===== src/mise_pkg.sv =====
// constants, opcodes and state codes shared by the instruction execution block
package mise_pkg;

    localparam int DATA_W = 8;
    localparam int FILE_ADDR_W = 7;
    localparam int PC_W = 15;
    localparam int PC_LOW_W = 8;
    localparam int PC_HIGH_W = 7;
    localparam int WDT_PRESCALE_W = 8;
    localparam int WDT_COUNT_W = 8;

    localparam logic [DATA_W-1:0] DATA_ZERO = 8'h00;
    localparam logic [DATA_W-1:0] DATA_ONE = 8'h01;
    localparam logic [FILE_ADDR_W-1:0] FILE_ADDR_ZERO = 7'h00;
    localparam logic [FILE_ADDR_W-1:0] FILE_ADDR_MAX = 7'h7f;
    localparam logic [PC_W-1:0] PC_ZERO = 15'h0000;
    localparam logic [PC_W-1:0] PC_STEP = 15'h0001;
    localparam logic [WDT_PRESCALE_W-1:0] WDT_PRESCALE_ZERO = 8'h00;
    localparam logic [WDT_PRESCALE_W-1:0] WDT_PRESCALE_STEP = 8'h01;
    localparam logic [WDT_PRESCALE_W-1:0] WDT_PRESCALE_LAST = 8'hff;
    localparam logic [WDT_COUNT_W-1:0] WDT_COUNT_ZERO = 8'h00;
    localparam logic [WDT_COUNT_W-1:0] WDT_COUNT_STEP = 8'h01;
    localparam logic [WDT_COUNT_W-1:0] WDT_COUNT_LAST = 8'hff;

    // destination selector values
    localparam logic DEST_ACCUMULATOR = 1'b0;
    localparam logic DEST_FILE = 1'b1;

    // status flag reset values (both inactive-low flags read one after reset)
    localparam logic TIMEOUT_FLAG_N_RESET = 1'b1;
    localparam logic POWERDOWN_FLAG_N_RESET = 1'b1;
    localparam logic ZERO_FLAG_RESET = 1'b0;

    typedef enum logic [2:0] {
        no_operation_instr = 3'b000,
        clear_watchdog_instr = 3'b001,
        call_via_accumulator_instr = 3'b010,
        complement_register_instr = 3'b011,
        clear_register_instr = 3'b100,
        clear_accumulator_instr = 3'b101,
        decrement_register_instr = 3'b110,
        decrement_skip_zero_instr = 3'b111
    } mise_op_t;

    typedef enum logic [0:0] {
        st_execute = 1'b0,
        st_second_cycle = 1'b1
    } mise_state_t;

endpackage


===== src/mise_exec.sv =====
// execution unit for a subset of the 8-bit core's instructions
//
// How it works
// [RQ1] clear watchdog zeroes the watchdog counter and its prescaler
// [RQ2] clear watchdog sets timeout and powerdown flags to one, nothing else
// [RQ3] call via accumulator pushes current program counter plus one to stack top
// [RQ4] then loads pc low byte from accumulator, high seven bits from latch; two cycles
// [RQ5] complement inverts the file register, result to accumulator or file, updates zero flag
// [RQ6] clear register writes zero to the file register and sets zero flag
// [RQ7] decrement subtracts one, result to accumulator or file, updates zero flag
// [RQ8] clear accumulator zeroes accumulator and sets zero flag
// [RQ9] decrement skip stores result, no flags; zero result discards next, two cycles
// [RQ10] byte instructions take a seven-bit file address and one destination bit
`timescale 1ns/1ps
module mise_exec (
    input wire logic core_clk,
    input wire logic reset,
    input wire logic instr_valid,
    input wire mise_pkg::mise_op_t instr_op,
    input wire logic [mise_pkg::FILE_ADDR_W-1:0] file_addr,
    input wire logic dest_sel,
    input wire logic [mise_pkg::DATA_W-1:0] file_rdata,
    input wire logic [mise_pkg::PC_W-1:0] pc_current,
    input wire logic [mise_pkg::PC_HIGH_W-1:0] pc_high_latch,
    input wire logic sleep_entry,
    output logic instr_ready,
    output logic [mise_pkg::DATA_W-1:0] accumulator,
    output logic zero_flag,
    output logic timeout_flag_n,
    output logic powerdown_flag_n,
    output logic file_wr_en,
    output logic [mise_pkg::FILE_ADDR_W-1:0] file_wr_addr,
    output logic [mise_pkg::DATA_W-1:0] file_wr_data,
    output logic stack_push,
    output logic [mise_pkg::PC_W-1:0] stack_top,
    output logic pc_load,
    output logic [mise_pkg::PC_W-1:0] pc_load_value,
    output logic skip_next,
    output logic [mise_pkg::WDT_COUNT_W-1:0] watchdog_counter
);
    import mise_pkg::*;

    ////////////////////////////////////////////////////////////////////////////////
    // decode

    mise_state_t state;
    mise_state_t next_state;
    logic accept;
    logic [DATA_W-1:0] alu_result;
    logic alu_zero;
    logic wdt_clear;
    logic wdt_timeout;
    logic is_clear_watchdog;
    logic is_call;
    logic is_decrement_skip;
    logic dec_clear_watchdog;
    logic dec_call;
    logic dec_uses_dest;
    logic dec_file_always;
    logic dec_acc_always;
    logic dec_sets_zero;
    logic dec_skip_on_zero;
    logic writes_result;
    logic to_file;
    logic to_accumulator;
    logic sets_zero_flag;
    logic takes_two_cycles;

    ////////////////////////////////////////////////////////////////////////////////
    // opcode table

    // unused codes decode to no effect, so a stray fetch changes nothing
    always_comb begin
        dec_clear_watchdog = 1'b0;
        dec_call = 1'b0;
        dec_uses_dest = 1'b0;
        dec_file_always = 1'b0;
        dec_acc_always = 1'b0;
        dec_sets_zero = 1'b0;
        dec_skip_on_zero = 1'b0;
        case (instr_op)
            no_operation_instr: begin
                dec_uses_dest = 1'b0;
            end
            clear_watchdog_instr: begin
                dec_clear_watchdog = 1'b1; // [RQ1] [RQ2]
            end
            call_via_accumulator_instr: begin
                dec_call = 1'b1; // [RQ3] [RQ4]
            end
            complement_register_instr: begin
                dec_uses_dest = 1'b1;
                dec_sets_zero = 1'b1; // [RQ5]
            end
            clear_register_instr: begin
                dec_file_always = 1'b1;
                dec_sets_zero = 1'b1; // [RQ6]
            end
            clear_accumulator_instr: begin
                dec_acc_always = 1'b1;
                dec_sets_zero = 1'b1; // [RQ8]
            end
            decrement_register_instr: begin
                dec_uses_dest = 1'b1;
                dec_sets_zero = 1'b1; // [RQ7]
            end
            decrement_skip_zero_instr: begin
                dec_uses_dest = 1'b1;
                dec_skip_on_zero = 1'b1; // [RQ9]
            end
            default: begin
                dec_uses_dest = 1'b0;
            end
        endcase
    end

    ////////////////////////////////////////////////////////////////////////////////
    // controls qualified by acceptance

    assign accept = instr_valid && instr_ready && (state == st_execute);

    assign is_clear_watchdog = accept && dec_clear_watchdog;
    assign is_call = accept && dec_call;
    assign is_decrement_skip = accept && dec_skip_on_zero;

    // complement, decrement and decrement skip honour the destination selector
    assign writes_result = accept && dec_uses_dest;

    // clear register always targets the file, whatever the selector says
    assign to_file = (writes_result && (dest_sel == DEST_FILE))
        || (accept && dec_file_always); // [RQ10]
    assign to_accumulator = (writes_result && (dest_sel == DEST_ACCUMULATOR))
        || (accept && dec_acc_always);

    assign sets_zero_flag = accept && dec_sets_zero; // [RQ5] [RQ6] [RQ7] [RQ8]

    assign takes_two_cycles = is_call || (is_decrement_skip && alu_zero); // [RQ4] [RQ9]

    assign wdt_clear = is_clear_watchdog; // [RQ1]

    ////////////////////////////////////////////////////////////////////////////////
    // datapath helpers

    mise_alu u_alu (
        .op(instr_op),
        .operand(file_rdata),
        .result(alu_result),
        .result_zero(alu_zero)
    );

    mise_watchdog u_watchdog (
        .core_clk(core_clk),
        .reset(reset),
        .clear(wdt_clear),
        .watchdog_counter(watchdog_counter),
        .timeout_pulse(wdt_timeout)
    );

    ////////////////////////////////////////////////////////////////////////////////
    // cycle sequencing

    always_comb begin
        next_state = state;
        case (state)
            st_execute: begin
                if (takes_two_cycles) begin
                    next_state = st_second_cycle; // [RQ4] [RQ9]
                end
            end
            st_second_cycle: begin
                next_state = st_execute;
            end
            default: begin
                next_state = st_execute;
            end
        endcase
    end

    always_ff @(posedge core_clk or posedge reset) begin
        if (reset) begin
            state <= st_execute;
        end else begin
            state <= next_state;
        end
    end

    // ready drops for the filler cycle of a two-cycle instruction
    always_ff @(posedge core_clk or posedge reset) begin
        if (reset) begin
            instr_ready <= 1'b1;
        end else begin
            instr_ready <= (next_state == st_execute); // [RQ4] [RQ9]
        end
    end

    ////////////////////////////////////////////////////////////////////////////////
    // accumulator and file register write-back

    always_ff @(posedge core_clk or posedge reset) begin
        if (reset) begin
            accumulator <= DATA_ZERO;
        end else if (to_accumulator) begin
            accumulator <= alu_result; // [RQ5] [RQ7] [RQ8] [RQ9]
        end
    end

    // one write strobe per accepted instruction that targets the file
    always_ff @(posedge core_clk or posedge reset) begin
        if (reset) begin
            file_wr_en <= 1'b0;
        end else begin
            file_wr_en <= to_file;
        end
    end

    // address and data hold their last values between writes
    always_ff @(posedge core_clk or posedge reset) begin
        if (reset) begin
            file_wr_addr <= FILE_ADDR_ZERO;
            file_wr_data <= DATA_ZERO;
        end else if (to_file) begin
            file_wr_addr <= file_addr; // [RQ10]
            file_wr_data <= alu_result; // [RQ5] [RQ6] [RQ7] [RQ9]
        end
    end

    ////////////////////////////////////////////////////////////////////////////////
    // status flags

    always_ff @(posedge core_clk or posedge reset) begin
        if (reset) begin
            zero_flag <= ZERO_FLAG_RESET;
        end else if (sets_zero_flag) begin
            zero_flag <= alu_zero; // [RQ5] [RQ6] [RQ7] [RQ8]
        end
    end

    // a timeout pulse in the same cycle as the clear still reports the timeout; a clear in the wrap cycle suppresses the pulse
    always_ff @(posedge core_clk or posedge reset) begin
        if (reset) begin
            timeout_flag_n <= TIMEOUT_FLAG_N_RESET;
        end else if (wdt_timeout) begin
            timeout_flag_n <= 1'b0;
        end else if (is_clear_watchdog) begin
            timeout_flag_n <= 1'b1; // [RQ2]
        end
    end

    // a sleep entry in the same cycle as the clear still reports the powerdown
    always_ff @(posedge core_clk or posedge reset) begin
        if (reset) begin
            powerdown_flag_n <= POWERDOWN_FLAG_N_RESET;
        end else if (sleep_entry) begin
            powerdown_flag_n <= 1'b0;
        end else if (is_clear_watchdog) begin
            powerdown_flag_n <= 1'b1; // [RQ2]
        end
    end

    ////////////////////////////////////////////////////////////////////////////////
    // return stack push and program counter load

    always_ff @(posedge core_clk or posedge reset) begin
        if (reset) begin
            stack_push <= 1'b0;
        end else begin
            stack_push <= is_call; // [RQ3]
        end
    end

    // the return address wraps to zero past the top of program memory
    always_ff @(posedge core_clk or posedge reset) begin
        if (reset) begin
            stack_top <= PC_ZERO;
        end else if (is_call) begin
            stack_top <= pc_current + PC_STEP; // [RQ3]
        end
    end

    // the new pc is issued together with the push, in the second cycle while ready is low
    always_ff @(posedge core_clk or posedge reset) begin
        if (reset) begin
            pc_load <= 1'b0;
        end else begin
            pc_load <= is_call; // [RQ4]
        end
    end

    // the accumulator read here is its value from before this instruction
    always_ff @(posedge core_clk or posedge reset) begin
        if (reset) begin
            pc_load_value <= PC_ZERO;
        end else if (is_call) begin
            pc_load_value <= {pc_high_latch, accumulator}; // [RQ4]
        end
    end

    ////////////////////////////////////////////////////////////////////////////////
    // skip of the following instruction

    always_ff @(posedge core_clk or posedge reset) begin
        if (reset) begin
            skip_next <= 1'b0;
        end else begin
            skip_next <= is_decrement_skip && alu_zero; // [RQ9]
        end
    end

endmodule


===== src/mise_alu.sv =====
// combinational result and zero detect for the byte-oriented operations
`timescale 1ns/1ps
module mise_alu (
    input wire mise_pkg::mise_op_t op,
    input wire logic [mise_pkg::DATA_W-1:0] operand,
    output logic [mise_pkg::DATA_W-1:0] result,
    output logic result_zero
);
    import mise_pkg::*;

    always_comb begin
        case (op)
            complement_register_instr: begin
                result = ~operand; // [RQ5]
            end
            clear_register_instr, clear_accumulator_instr: begin
                result = DATA_ZERO; // [RQ6] [RQ8]
            end
            decrement_register_instr, decrement_skip_zero_instr: begin
                result = operand - DATA_ONE; // [RQ7] [RQ9]
            end
            default: begin
                result = operand;
            end
        endcase
        result_zero = (result == DATA_ZERO);
    end

endmodule


===== src/mise_watchdog.sv =====
// watchdog prescaler and counter, both cleared together by the clear command
`timescale 1ns/1ps
module mise_watchdog (
    input wire logic core_clk,
    input wire logic reset,
    input wire logic clear,
    output logic [mise_pkg::WDT_COUNT_W-1:0] watchdog_counter,
    output logic timeout_pulse
);
    import mise_pkg::*;

    logic [WDT_PRESCALE_W-1:0] prescaler;
    logic prescale_tick;

    assign prescale_tick = (prescaler == WDT_PRESCALE_LAST);

    always_ff @(posedge core_clk or posedge reset) begin
        if (reset) begin
            prescaler <= WDT_PRESCALE_ZERO;
        end else if (clear) begin
            prescaler <= WDT_PRESCALE_ZERO; // [RQ1]
        end else begin
            prescaler <= prescaler + WDT_PRESCALE_STEP;
        end
    end

    always_ff @(posedge core_clk or posedge reset) begin
        if (reset) begin
            watchdog_counter <= WDT_COUNT_ZERO;
        end else if (clear) begin
            watchdog_counter <= WDT_COUNT_ZERO; // [RQ1]
        end else if (prescale_tick) begin
            watchdog_counter <= watchdog_counter + WDT_COUNT_STEP;
        end
    end

    // one-cycle pulse when the counter wraps
    always_ff @(posedge core_clk or posedge reset) begin
        if (reset) begin
            timeout_pulse <= 1'b0;
        end else begin
            timeout_pulse <= !clear && prescale_tick && (watchdog_counter == WDT_COUNT_LAST);
        end
    end

endmodule


===== config.mk =====
export PLATFORM = sky130hd
export DESIGN_NAME = mise_exec
export DESIGN_NICKNAME = d
export VERILOG_FILES = /design/src/mise_pkg.sv /design/src/mise_exec.sv /design/src/mise_alu.sv /design/src/mise_watchdog.sv
export SDC_FILE = /design/constraint.sdc
export NUM_CORES = 1
export LEC_CHECK = 0
export ABC_AREA = 1
export BUFFER_PORTS_ARGS = -buffer_cell sky130_fd_sc_hd__buf_2
export CAP_MARGIN = 20
export CORE_MARGIN = 3
export CORE_UTILIZATION = 25
export CTS_CLUSTER_SIZE = 30
export DETAILED_ROUTE_END_ITERATION = 7
export PLACE_DENSITY_LB_ADDON = 0.1
export SLEW_MARGIN = 30
export SYNTH_ARGS = -nofsm -noshare
export SYNTH_HDL_FRONTEND = slang
export SYNTH_SLANG_ARGS = --single-unit

===== constraint.sdc =====
create_clock -name core_clk -period 2.7 [get_ports core_clk]
set_input_delay 0.54 -clock core_clk [delete_from_list [all_inputs] [get_ports core_clk]]
set_output_delay 0.54 -clock core_clk [all_outputs]
set_load 0.01 [all_outputs]

==> reports/qor.yml, run 1 <==
routed_via_density: 4.25
hold_path_class: "in2async"
cts_buffers: 9
cts_tree: "built"
htreeDepth: 3
via_count: 3256
finalPower_uw: 3370
postCtsSetupRepairBufs: 0
rsz0062_at_grt: "false"
area_delta_synth_final_pct: 27.6
max_freq_mhz: 555
worst_pin_slew_ps: 550
floorplan.rows: 44
detail_route.wl_per_cell_um: 13.2
start_util_pct: 25.7
critPathKind: "reg2reg"
wl_um: 10100
crit_buf_inv: 1
first_iter_violations: 120
synth_area_per_cell_sq_um: 8.13
drcViolationCount: 0
max_slew_margin_pct: 63.3
power.density_nw_per_um2: 706
clkSlewWorstSetupHoldPaths_ps: 60
critical-path-max-stage-delay_ps: 370
dieWidth_um: 128
period_minus_slack_ps: 1800
max-cap-violations: 0
yosys_warnings: 0
cts_buffer_depth: 2
vdd_ir_drop_max_mv: 0.301
dr.pass1.iters: 6
setup-violations-final: 0
critPathRequiredTime_ps: 2960
die_h_um: 128
ys_ff_latch: 78
holdBufCountCts: 0
cts_root_buffer: "clkbuf_16"
leakagePower_uw: 0.00259
finClkSkew_ps: 4.43
io_pins: 114
syn_nets: 510
antenna_left: 0
critPathMostFrequentCell: "nand2_1"
core-area_sq_um: 14600
track_usage_pct: 12.9
synth_area_sq_um: 3750
maxSlewViolCount: 0
fin_setup_tns_ps: 0
grt_start_max_net_pins: 51
worstSkewPairLatency_ps: 340
cp_max_fo: 7
diodes: 0
finalHoldViolations: 0
crit_family: "simple AND/OR/NAND/NOR gates"
arrival_ps: 2060
grt_pass1_wl_um: 16700
drive_above_1_share_pct: 27.3
clock_sinks: 78
port_buffers: 113
finalCritPeriodShare_pct: 66.7
gp_congestion: 0.822
cts-resized-gates: 0
layout.nets: 627
start_kind: "flop"
worstSetupEndpointType: "flop"
synth-seq-area-share_pct: 52.2
grt.overflow.total: 0
syn_inst: 461
grt_pass1_vias: 3193
die-area_sq_um: 16500
antenna_found_initial: 0
outcome: "finished clean"
synth.distinct_cells: 31
path_cells: "ha_1 -> nand2_1 -> nor3_1 -> nand2_1 -> nor2_4 -> inv_1 -> o21ai_0 -> a21boi_0"
cp_slowest_cell: "dfrtp_1"
dp_hpwl_um: 7560
metrics by stage:
| stage | worst slack, ps | hold slack [ps] | instances | util, % | cell area (sq um) |
|---|---|---|---|---|---|
| 2_1_floorplan | 170 | 344 | 461 | - | 3750 |
| 3_3_place_gp | 633 | 348 | 751 | 30.9 | 4500 |
| 3_5_place_dp | 579 | 357 | 751 | 30.9 | 4500 |
| 4_1_cts | 871 | 228 | 767 | 32.8 | 4780 |
| 5_1_grt | 629 | 260 | 767 | 32.8 | 4780 |
| 6_report | 899 | 223 | 767 | 32.8 | 4780 |
cell usage after synthesis:
library cell  number  area share (%)
a21oi_1            5            0.67
ha_1               4             1.3
dfrtp_1           75              50
nor4_1             1            0.17
nand2_2            2            0.33
inv_1             47             4.7
nor3_1             6            0.80
o22ai_1            1            0.17
nand4_1            7             1.2
xnor2_1            5             1.2
nand3b_1           1            0.20
nor4_4             1            0.57
inv_4              1            0.17
buf_4              2            0.40
inv_2              5            0.50
or2_2              1            0.17
buf_2              3            0.40
clkbuf_1           2            0.20
nand2_1          167              17
nand3_1           35             4.7
and2_1             1            0.17
buf_6              4             1.2
xor2_1             7             1.6
nor2_4             1            0.30
nor2_2             2            0.33
nor2_1            32             3.2
dfstp_2            3             2.1
o21ai_2           10             2.3
a21boi_0           1            0.20
o21ai_1            5            0.67
o21ai_0           24             3.2
final timing paths:
| check | depth (start not counted) | slack [ps] | to | startpoint |
|---|---|---|---|---|
| worst max register to register | 8 | 900 | u_watchdog.watchdog_counter[3] | u_watchdog.prescaler[0] |
| worst max-delay path | 8 | 900 | u_watchdog.watchdog_counter[3] | u_watchdog.prescaler[0] |
| worst min register to register | 1 | 360 | timeout_flag_n | u_watchdog.timeout_pulse |
| min in group core_clk | 2 | 310 | powerdown_flag_n | sleep_entry |
| worst min-delay path | 2 | 220 | pc_load_value[10] | reset |
| max in group asynchronous | 3 | 1750 | instr_ready | reset |
registers in the layout, summed over array words and instances, names as in the netlist, 7 cells and up:
signal                       count
accumulator                      8
file_wr_addr                     7
file_wr_data                     8
pc_load_value                   15
stack_top                       15
u_watchdog.prescaler             8
u_watchdog.watchdog_counter      8
area by class of cell:
| class | instances | area, sq um |
|---|---|---|
| fill | 1584 | 9810 |
| sequential | 78 | 1960 |
| multi-input combinational | 319 | 1510 |
| timing repair buffer | 117 | 608 |
| clock buffer | 11 | 243 |
| tap | 184 | 230 |
| inverter | 53 | 203 |
| clock inverter | 5 | 33.8 |
logic make-up (layout without fill, tap and decap cells):
kind of cell	Yosys count	count (layout)	share of synthesized area (%)
adder cells (fa/ha/maj)	4	4	1.34
flip-flops	78	78	52.2
XOR/XNOR	12	12	2.81
AND/OR/NAND/NOR	257	257	28.8
AO/OA/AOI/OAI	46	46	7.25
buffers and inverters	64	186	7.58
layout by cell type (no fill, tap or decap), drive strengths merged, types with 5 or more instances in the layout:
master and instances:
nand2 169, buf 117, dfrtp 75, inv 53, o21ai 39, nand3 35
nor2 35, clkbuf 11, nand4 7, xor2 7, nor3 6, a21oi 5
xnor2 5
metal layers:
metal  wire length (um)  GRT usage [%]  vias to the layer above  share of wire [%]
met5                  0              0                        -                  0
met4                191           5.62                        0                1.9
met3                445           2.49                       11                4.4
met2               4690           19.7                       63                 46
met1               4810           17.7                     1494                 47
li1                   -              -                     1688                  -
power breakdown:
part           internal, uW  switching [uW]
clock network           648             489
logic                   289             436
registers              1390             125
total                  2320            1050
Power figures use the tool's default switching activity.
==> inputs of run 2 (changes only) <==
--- a/config.mk
+++ b/config.mk
@@ -5,7 +5,7 @@
 export SDC_FILE = /design/constraint.sdc
 export NUM_CORES = 1
 export LEC_CHECK = 0
-export ABC_AREA = 1
+export ABC_AREA = 0
 export BUFFER_PORTS_ARGS = -buffer_cell sky130_fd_sc_hd__buf_2
 export CAP_MARGIN = 20
 export CORE_MARGIN = 3
==> constraint.sdc (replaced) <==
create_clock -name core_clk -period 1.8 [get_ports core_clk]
set_input_delay 0.36 -clock core_clk [delete_from_list [all_inputs] [get_ports core_clk]]
set_output_delay 0.36 -clock core_clk [all_outputs]
set_load 0.01 [all_outputs]
==> reports/qor.yml, run 2 <==
outcome: "finished clean"
max_freq_mhz: 590
synth_area_per_cell_sq_um: 11.0
dr.pass1.iters: 4
drive_above_1_share_pct: 45.5
synth-seq-area-share_pct: 54.4
max-cap-violations: 0
worst_pin_slew_ps: 434
core-area_sq_um: 14000
htreeDepth: 3
yosys.area_share.adder_pct: 1.39
antenna_left: 0
finalHoldViolations: 0
synth-edff-count: 0
cts_root_buffer: "clkbuf_16"
start_util_pct: 25.7
yosys-top-cells-count: "75 x dfrtp_1, 35 x nand2_1, 33 x mux2_2, 28 x nor2_1, 20 x o21ai_0"
place_inst: 641
hp-start: "sleep_entry"
multi_input_comb_area_sq_um: 1560
synthMostInstantiatedCell: "dfrtp_1"
synthMuxAreaShare_pct: 10.6
cts_tree: "built"
finalCritPeriodShare_pct: 94.2
ys_ff_latch: 78
regToRegStartpoint: "instr_ready"
grt_start_max_net_pins: 79
maxSlewViolCount: 0
arrival_ps: 1960
max_slew_margin_pct: 71.0
port_buffers: 113
start_kind: "input pin"
antenna_found_initial: 0
synth_area_leaders: "dfrtp_1 52%, mux2_2 10%, xor2_1 4.4%"
grt_pass1_vias: 2961
syn_nets: 375
rsz0062_at_grt: "true"
syn_inst: 326
wl_um: 9090
cts_buffer_depth: 2
synth-xor-area-share_pct: 8.28
clock_sinks: 78
dieWidth_um: 126
die-area_sq_um: 15900
grt_pass1_wl_um: 15400
setup-violations-final: 0
die_h_um: 126
dp_hpwl_um: 6670
synth_area_sq_um: 3600
cp_max_fo: 4
ys.flop_type: "dfrtp_1"
holdBufCountCts: 0
setup_ws_ps: 105
fill_cells: 1488
worstSetupEndpointType: "flop"
via_count: 2863
final_common_cell: "buf_2"
r2r_setup_slack_ps: 120
detail_route.wl_per_cell_um: 13.8
vdd_ir_drop_max_mv: 0.541
finClkSkew_ps: 3.51
period_minus_slack_ps: 1690
critPathRequiredTime_ps: 2060
io_pins: 114
gp_congestion: 0.788
yosys.area_share.simple_pct: 15.1
critPathKind: "in2reg"
top_regs: "pc_load_value x15, stack_top x15"
cts_buffers: 9
layout.nets: 521
synth-compound-area-share_pct: 7.17
floorplan.rows: 43
leakagePower_uw: 0.00239
highest_layer: "met4"
yosys_warnings: 0
dr_wl_met3_um: 544
synth_top_family_by_area: "simple AND/OR/NAND/NOR gates"
synth.distinct_cells: 39
power.density_nw_per_um2: 1120
drcViolationCount: 0
m1WireLength_um: 4220
regArea_sq_um: 1960
yosys.area.top_type: "dfrtp_1"
pre_cts_ws_ps: -246
area_delta_synth_final_pct: 39.0
track_usage_pct: 12.1
clkSlewWorstSetupHoldPaths_ps: 60
async_flop_share_pct: 100
diodes: 0
worstSkewPairLatency_ps: 330
first_iter_violations: 94
fin_cells: 657
mostFrequentLayoutCells: "113 x buf_2, 75 x dfrtp_1, 35 x nand2_1"
fin_hold_ws_ps: 135
route.met2.wl_um: 4200
yosysTopAreaCellShare_pct: 52.2
startpoint: "file_rdata[0]"
grt.overflow.total: 0
hold_path_class: "in2reg"
routed_via_density: 4.36
run 2: cell types whose count changed after synthesis, sizes merged, moves of 11 or more:
| cell | delta |
|---|---|
| xor2 | +11 |
| nand2 | -134 |
| inv | -46 |
| mux2 | +33 |
| nand3 | -21 |
| o21ai | -18 |
| xnor2 | +11 |
run 2: stage by stage:
step / cell area (sq um) / setup TNS [ps] / power (uW) / utilization [%]
6_report: 5000 / 0 / 5600 / 35.7
5_1_grt: 5000 / -28.1 / 6010 / 35.7
4_1_cts: 4980 / 0 / 5730 / 35.6
3_5_place_dp: 4660 / -1510 / 3700 / 33.3
3_3_place_gp: 4660 / -1630 / 3680 / 33.3
2_1_floorplan: 3620 / -8.67 / 3070 / -
run 2: metal layers:
layer  GRT usage [%]  vias up
met4            3.97        0
met1            16.0     1355
met3            4.20        8
li1                -     1413
met5               0        -
met2            18.5       87
run 2: where the power goes:
part | leakage [uW] | total, uW | switching [uW] | internal [uW]
clock network | 0.000154 | 1970 | 719 | 1250
registers | 0.000981 | 2370 | 228 | 2140
logic | 0.00126 | 1270 | 626 | 644
total | 0.00239 | 5600 | 1570 | 4030
run 2: final timing paths:
path | endpoint | cells after the start
hold / removal | powerdown_flag_n | 2
setup reg to reg | file_wr_addr[2] | 5
hold reg to reg | timeout_flag_n | 1
setup / recovery | instr_ready | 9
min in group asynchronous | u_watchdog.watchdog_counter[3] | 3
max in group asynchronous | instr_ready | 3
run 2: cell families after synthesis:
kind of cell    after synthesis
xor+xnor                     34
mux                          34
flops                        78
simple gates                110
compound gates               45
buf+inv                      21
fa+ha+maj                     4
run 2: area by class of cell:
cell class	instances	area share, %
clock inverters	6	1.70
clock buffers	10	4.78
multi-input cells	227	31.3
repair buffers	149	18.0
flip-flops and latches	78	39.1
inverters	7	0.601
well taps	180	4.50
run 2: repair_timing:
item / 4_1_cts / 5_1_grt
gates resized for setup: 0 / 4
endpoints found under the setup margin: 0 / 4
buffers inserted: 0 / 0
run 2: worst max-delay path, cell delays in order:
cell     delay [ps]
buf_2           100
inv_1            40
ha_1            220
xnor2_1         140
o22ai_1          90
a22o_1          250
nor4_2          270
nand2_1         160
o31a_1          310
==> inputs of run 3 (changes only) <==
--- a/config.mk
+++ b/config.mk
@@ -5,7 +5,7 @@
 export SDC_FILE = /design/constraint.sdc
 export NUM_CORES = 1
 export LEC_CHECK = 0
-export ABC_AREA = 0
+export ABC_AREA = 1
 export BUFFER_PORTS_ARGS = -buffer_cell sky130_fd_sc_hd__buf_2
 export CAP_MARGIN = 20
 export CORE_MARGIN = 3
==> reports/qor.yml, run 3 (synthesized netlist as in run 1, its figures left out) <==
outcome: "finished clean"
port_buffers: 113
power_frac_clock_pct: 35.0
max-cap-violations: 0
worstSkewPairLatency_ps: 340
cts_buffer_depth: 2
regArea_sq_um: 1960
finalCritPeriodShare_pct: 90.1
share_comb_of_total_power_pct: 21.8
finClkSkew_ps: 5.06
gp_congestion: 0.805
die-area_sq_um: 16500
worst_pin_slew_ps: 396
cts_root_buffer: "clkbuf_16"
finalHoldViolations: 0
startpoint: "u_watchdog.prescaler[0]"
layout.nets: 651
r2r_end: "u_watchdog.watchdog_counter[3]"
floorplan.rows: 44
fin_area_sq_um: 5000
cts_tree: "built"
antenna_left: 0
final_common_cell: "nand2_1"
multi_input_comb_area_sq_um: 1510
hp-start: "sleep_entry"
die_h_um: 128
cp_max_fo: 7
htreeDepth: 3
grt_start_max_net_pins: 45
top_regs: "pc_load_value x15, stack_top x15"
clkSlewWorstSetupHoldPaths_ps: 60
postCtsSetupRepairBufs: 0
rsz0062_at_grt: "false"
dp_hpwl_um: 7770
core-area_sq_um: 14600
clock_sinks: 78
power.internal_uw: 3660
fin_hold_ws_ps: 147
critPathRequiredTime_ps: 2050
max_slew_margin_pct: 73.4
holdPathEnd: "powerdown_flag_n"
regToRegStartpoint: "u_watchdog.prescaler[0]"
hold_path_class: "in2reg"
cts_buffers: 9
area_delta_synth_final_pct: 33.4
vdd_ir_drop_max_mv: 0.449
worstSetupEndpointType: "flop"
arrival_ps: 1880
grt_pass1_vias: 3233
r2r_setup_slack_ps: 180
period_minus_slack_ps: 1620
dr.pass1.iters: 5
grt_pass1_wl_um: 16300
via_count: 3320
maxSlewViolCount: 0
mostFrequentLayoutCells: "167 x nand2_1, 113 x buf_2, 75 x dfrtp_1"
antenna_found_initial: 0
grt.overflow.total: 0
first_iter_violations: 170
power.switching_uw: 1580
track_usage_pct: 12.5
r2r_cells: 8
wl_um: 10100
power.density_nw_per_um2: 1050
critPathKind: "reg2reg"
hold_depth: 2
drive_above_1_share_pct: 30.3
leakagePower_uw: 0.00273
max_freq_mhz: 617
place_area_sq_um: 4680
routed_via_density: 4.20
start_util_pct: 25.7
dieWidth_um: 128
diodes: 0
drcViolationCount: 0
io_pins: 114
switching_share_pct: 30.2
detail_route.wl_per_cell_um: 12.8
p_seq_share_pct: 43.2
fill_cells: 1529
setup-violations-final: 0
start_kind: "flop"
-- run 3: changes by cell type in the layout (fill, tap and decap cells not counted), sizes merged, moves of 4 or more --
| cell | delta |
|---|---|
| xor2 | -11 |
| nand2 | +134 |
| or3 | -4 |
| inv | +46 |
| a21oi | -7 |
| o22ai | -4 |
| and3 | -4 |
| xnor2 | -11 |
| mux2 | -33 |
| o21ai | +18 |
| nor3b | -4 |
| nand3 | +21 |
| nor2 | +7 |
| buf | -9 |
-- run 3: area by class of cell --
class,instances,area share (%)
Tap cell,184,4.61
Clock buffer,10,4.78
Timing Repair Buffer,141,15.8
Sequential cell,78,39.1
Clock inverter,6,1.23
Inverter,53,4.16
Multi-Input combinational cell,319,30.3
-- run 3: routing by layer --
layer  GRT usage [%]  routed length (um)  vias up
met5               0                   0        -
met4            4.56                 141        0
met3            3.53                 502        9
met2            20.0                4760       71
met1            16.3                4740     1508
li1                -                   -     1732
-- run 3: how the worst max path moves through the flow --
stage | end | depth (start not counted)
floorplan | pc_load_value[0] | 8
global placement | instr_ready | 12
detailed placement | instr_ready | 12
CTS | u_watchdog.watchdog_counter[3] | 8
global route | u_watchdog.watchdog_counter[3] | 8
finish | u_watchdog.watchdog_counter[3] | 8
-- run 3: worst max-delay path, stage by stage, from the launching register on --
cell and delay (ps):
dfrtp_1 370, ha_1 180, nand2_1 90, nor3_2 200
nand2_1 110, nor2_4 180, inv_1 90, o21ai_0 140
a21boi_0 180
-- run 3: stage by stage --
stage	util [%]	total power, uW	std cells	setup slack (ps)	TNS [ps]
6_report	34.2	5240	791	178	0
5_1_grt	34.2	5610	791	2.97	0
3_3_place_gp	32.1	3450	774	-11.5	-11.5
3_5_place_dp	32.1	3470	774	-15.0	-15.0
4_1_cts	34.2	5360	791	95.0	0
2_1_floorplan	-	2910	461	67.2	0
-- run 3: power by group through the flow --
stage               sequential [uW]  combinational, uW  clock, uW
CTS                            2280               1170       1910
global placement               2290               1160          0
detailed placement             2310               1170          0
global route                   2320               1300       1990
floorplan                      2400                508          0
finish                         2270               1140       1830
-- run 3: what timing repair did --
| action | 4_1_cts | 5_1_grt |
|---|---|---|
| resized for setup | 0 | 2 |
| hold buffers | 1 | 0 |
| endpoints found under the setup margin | 0 | 17 |
| endpoints found under the hold margin | 6 | 0 |
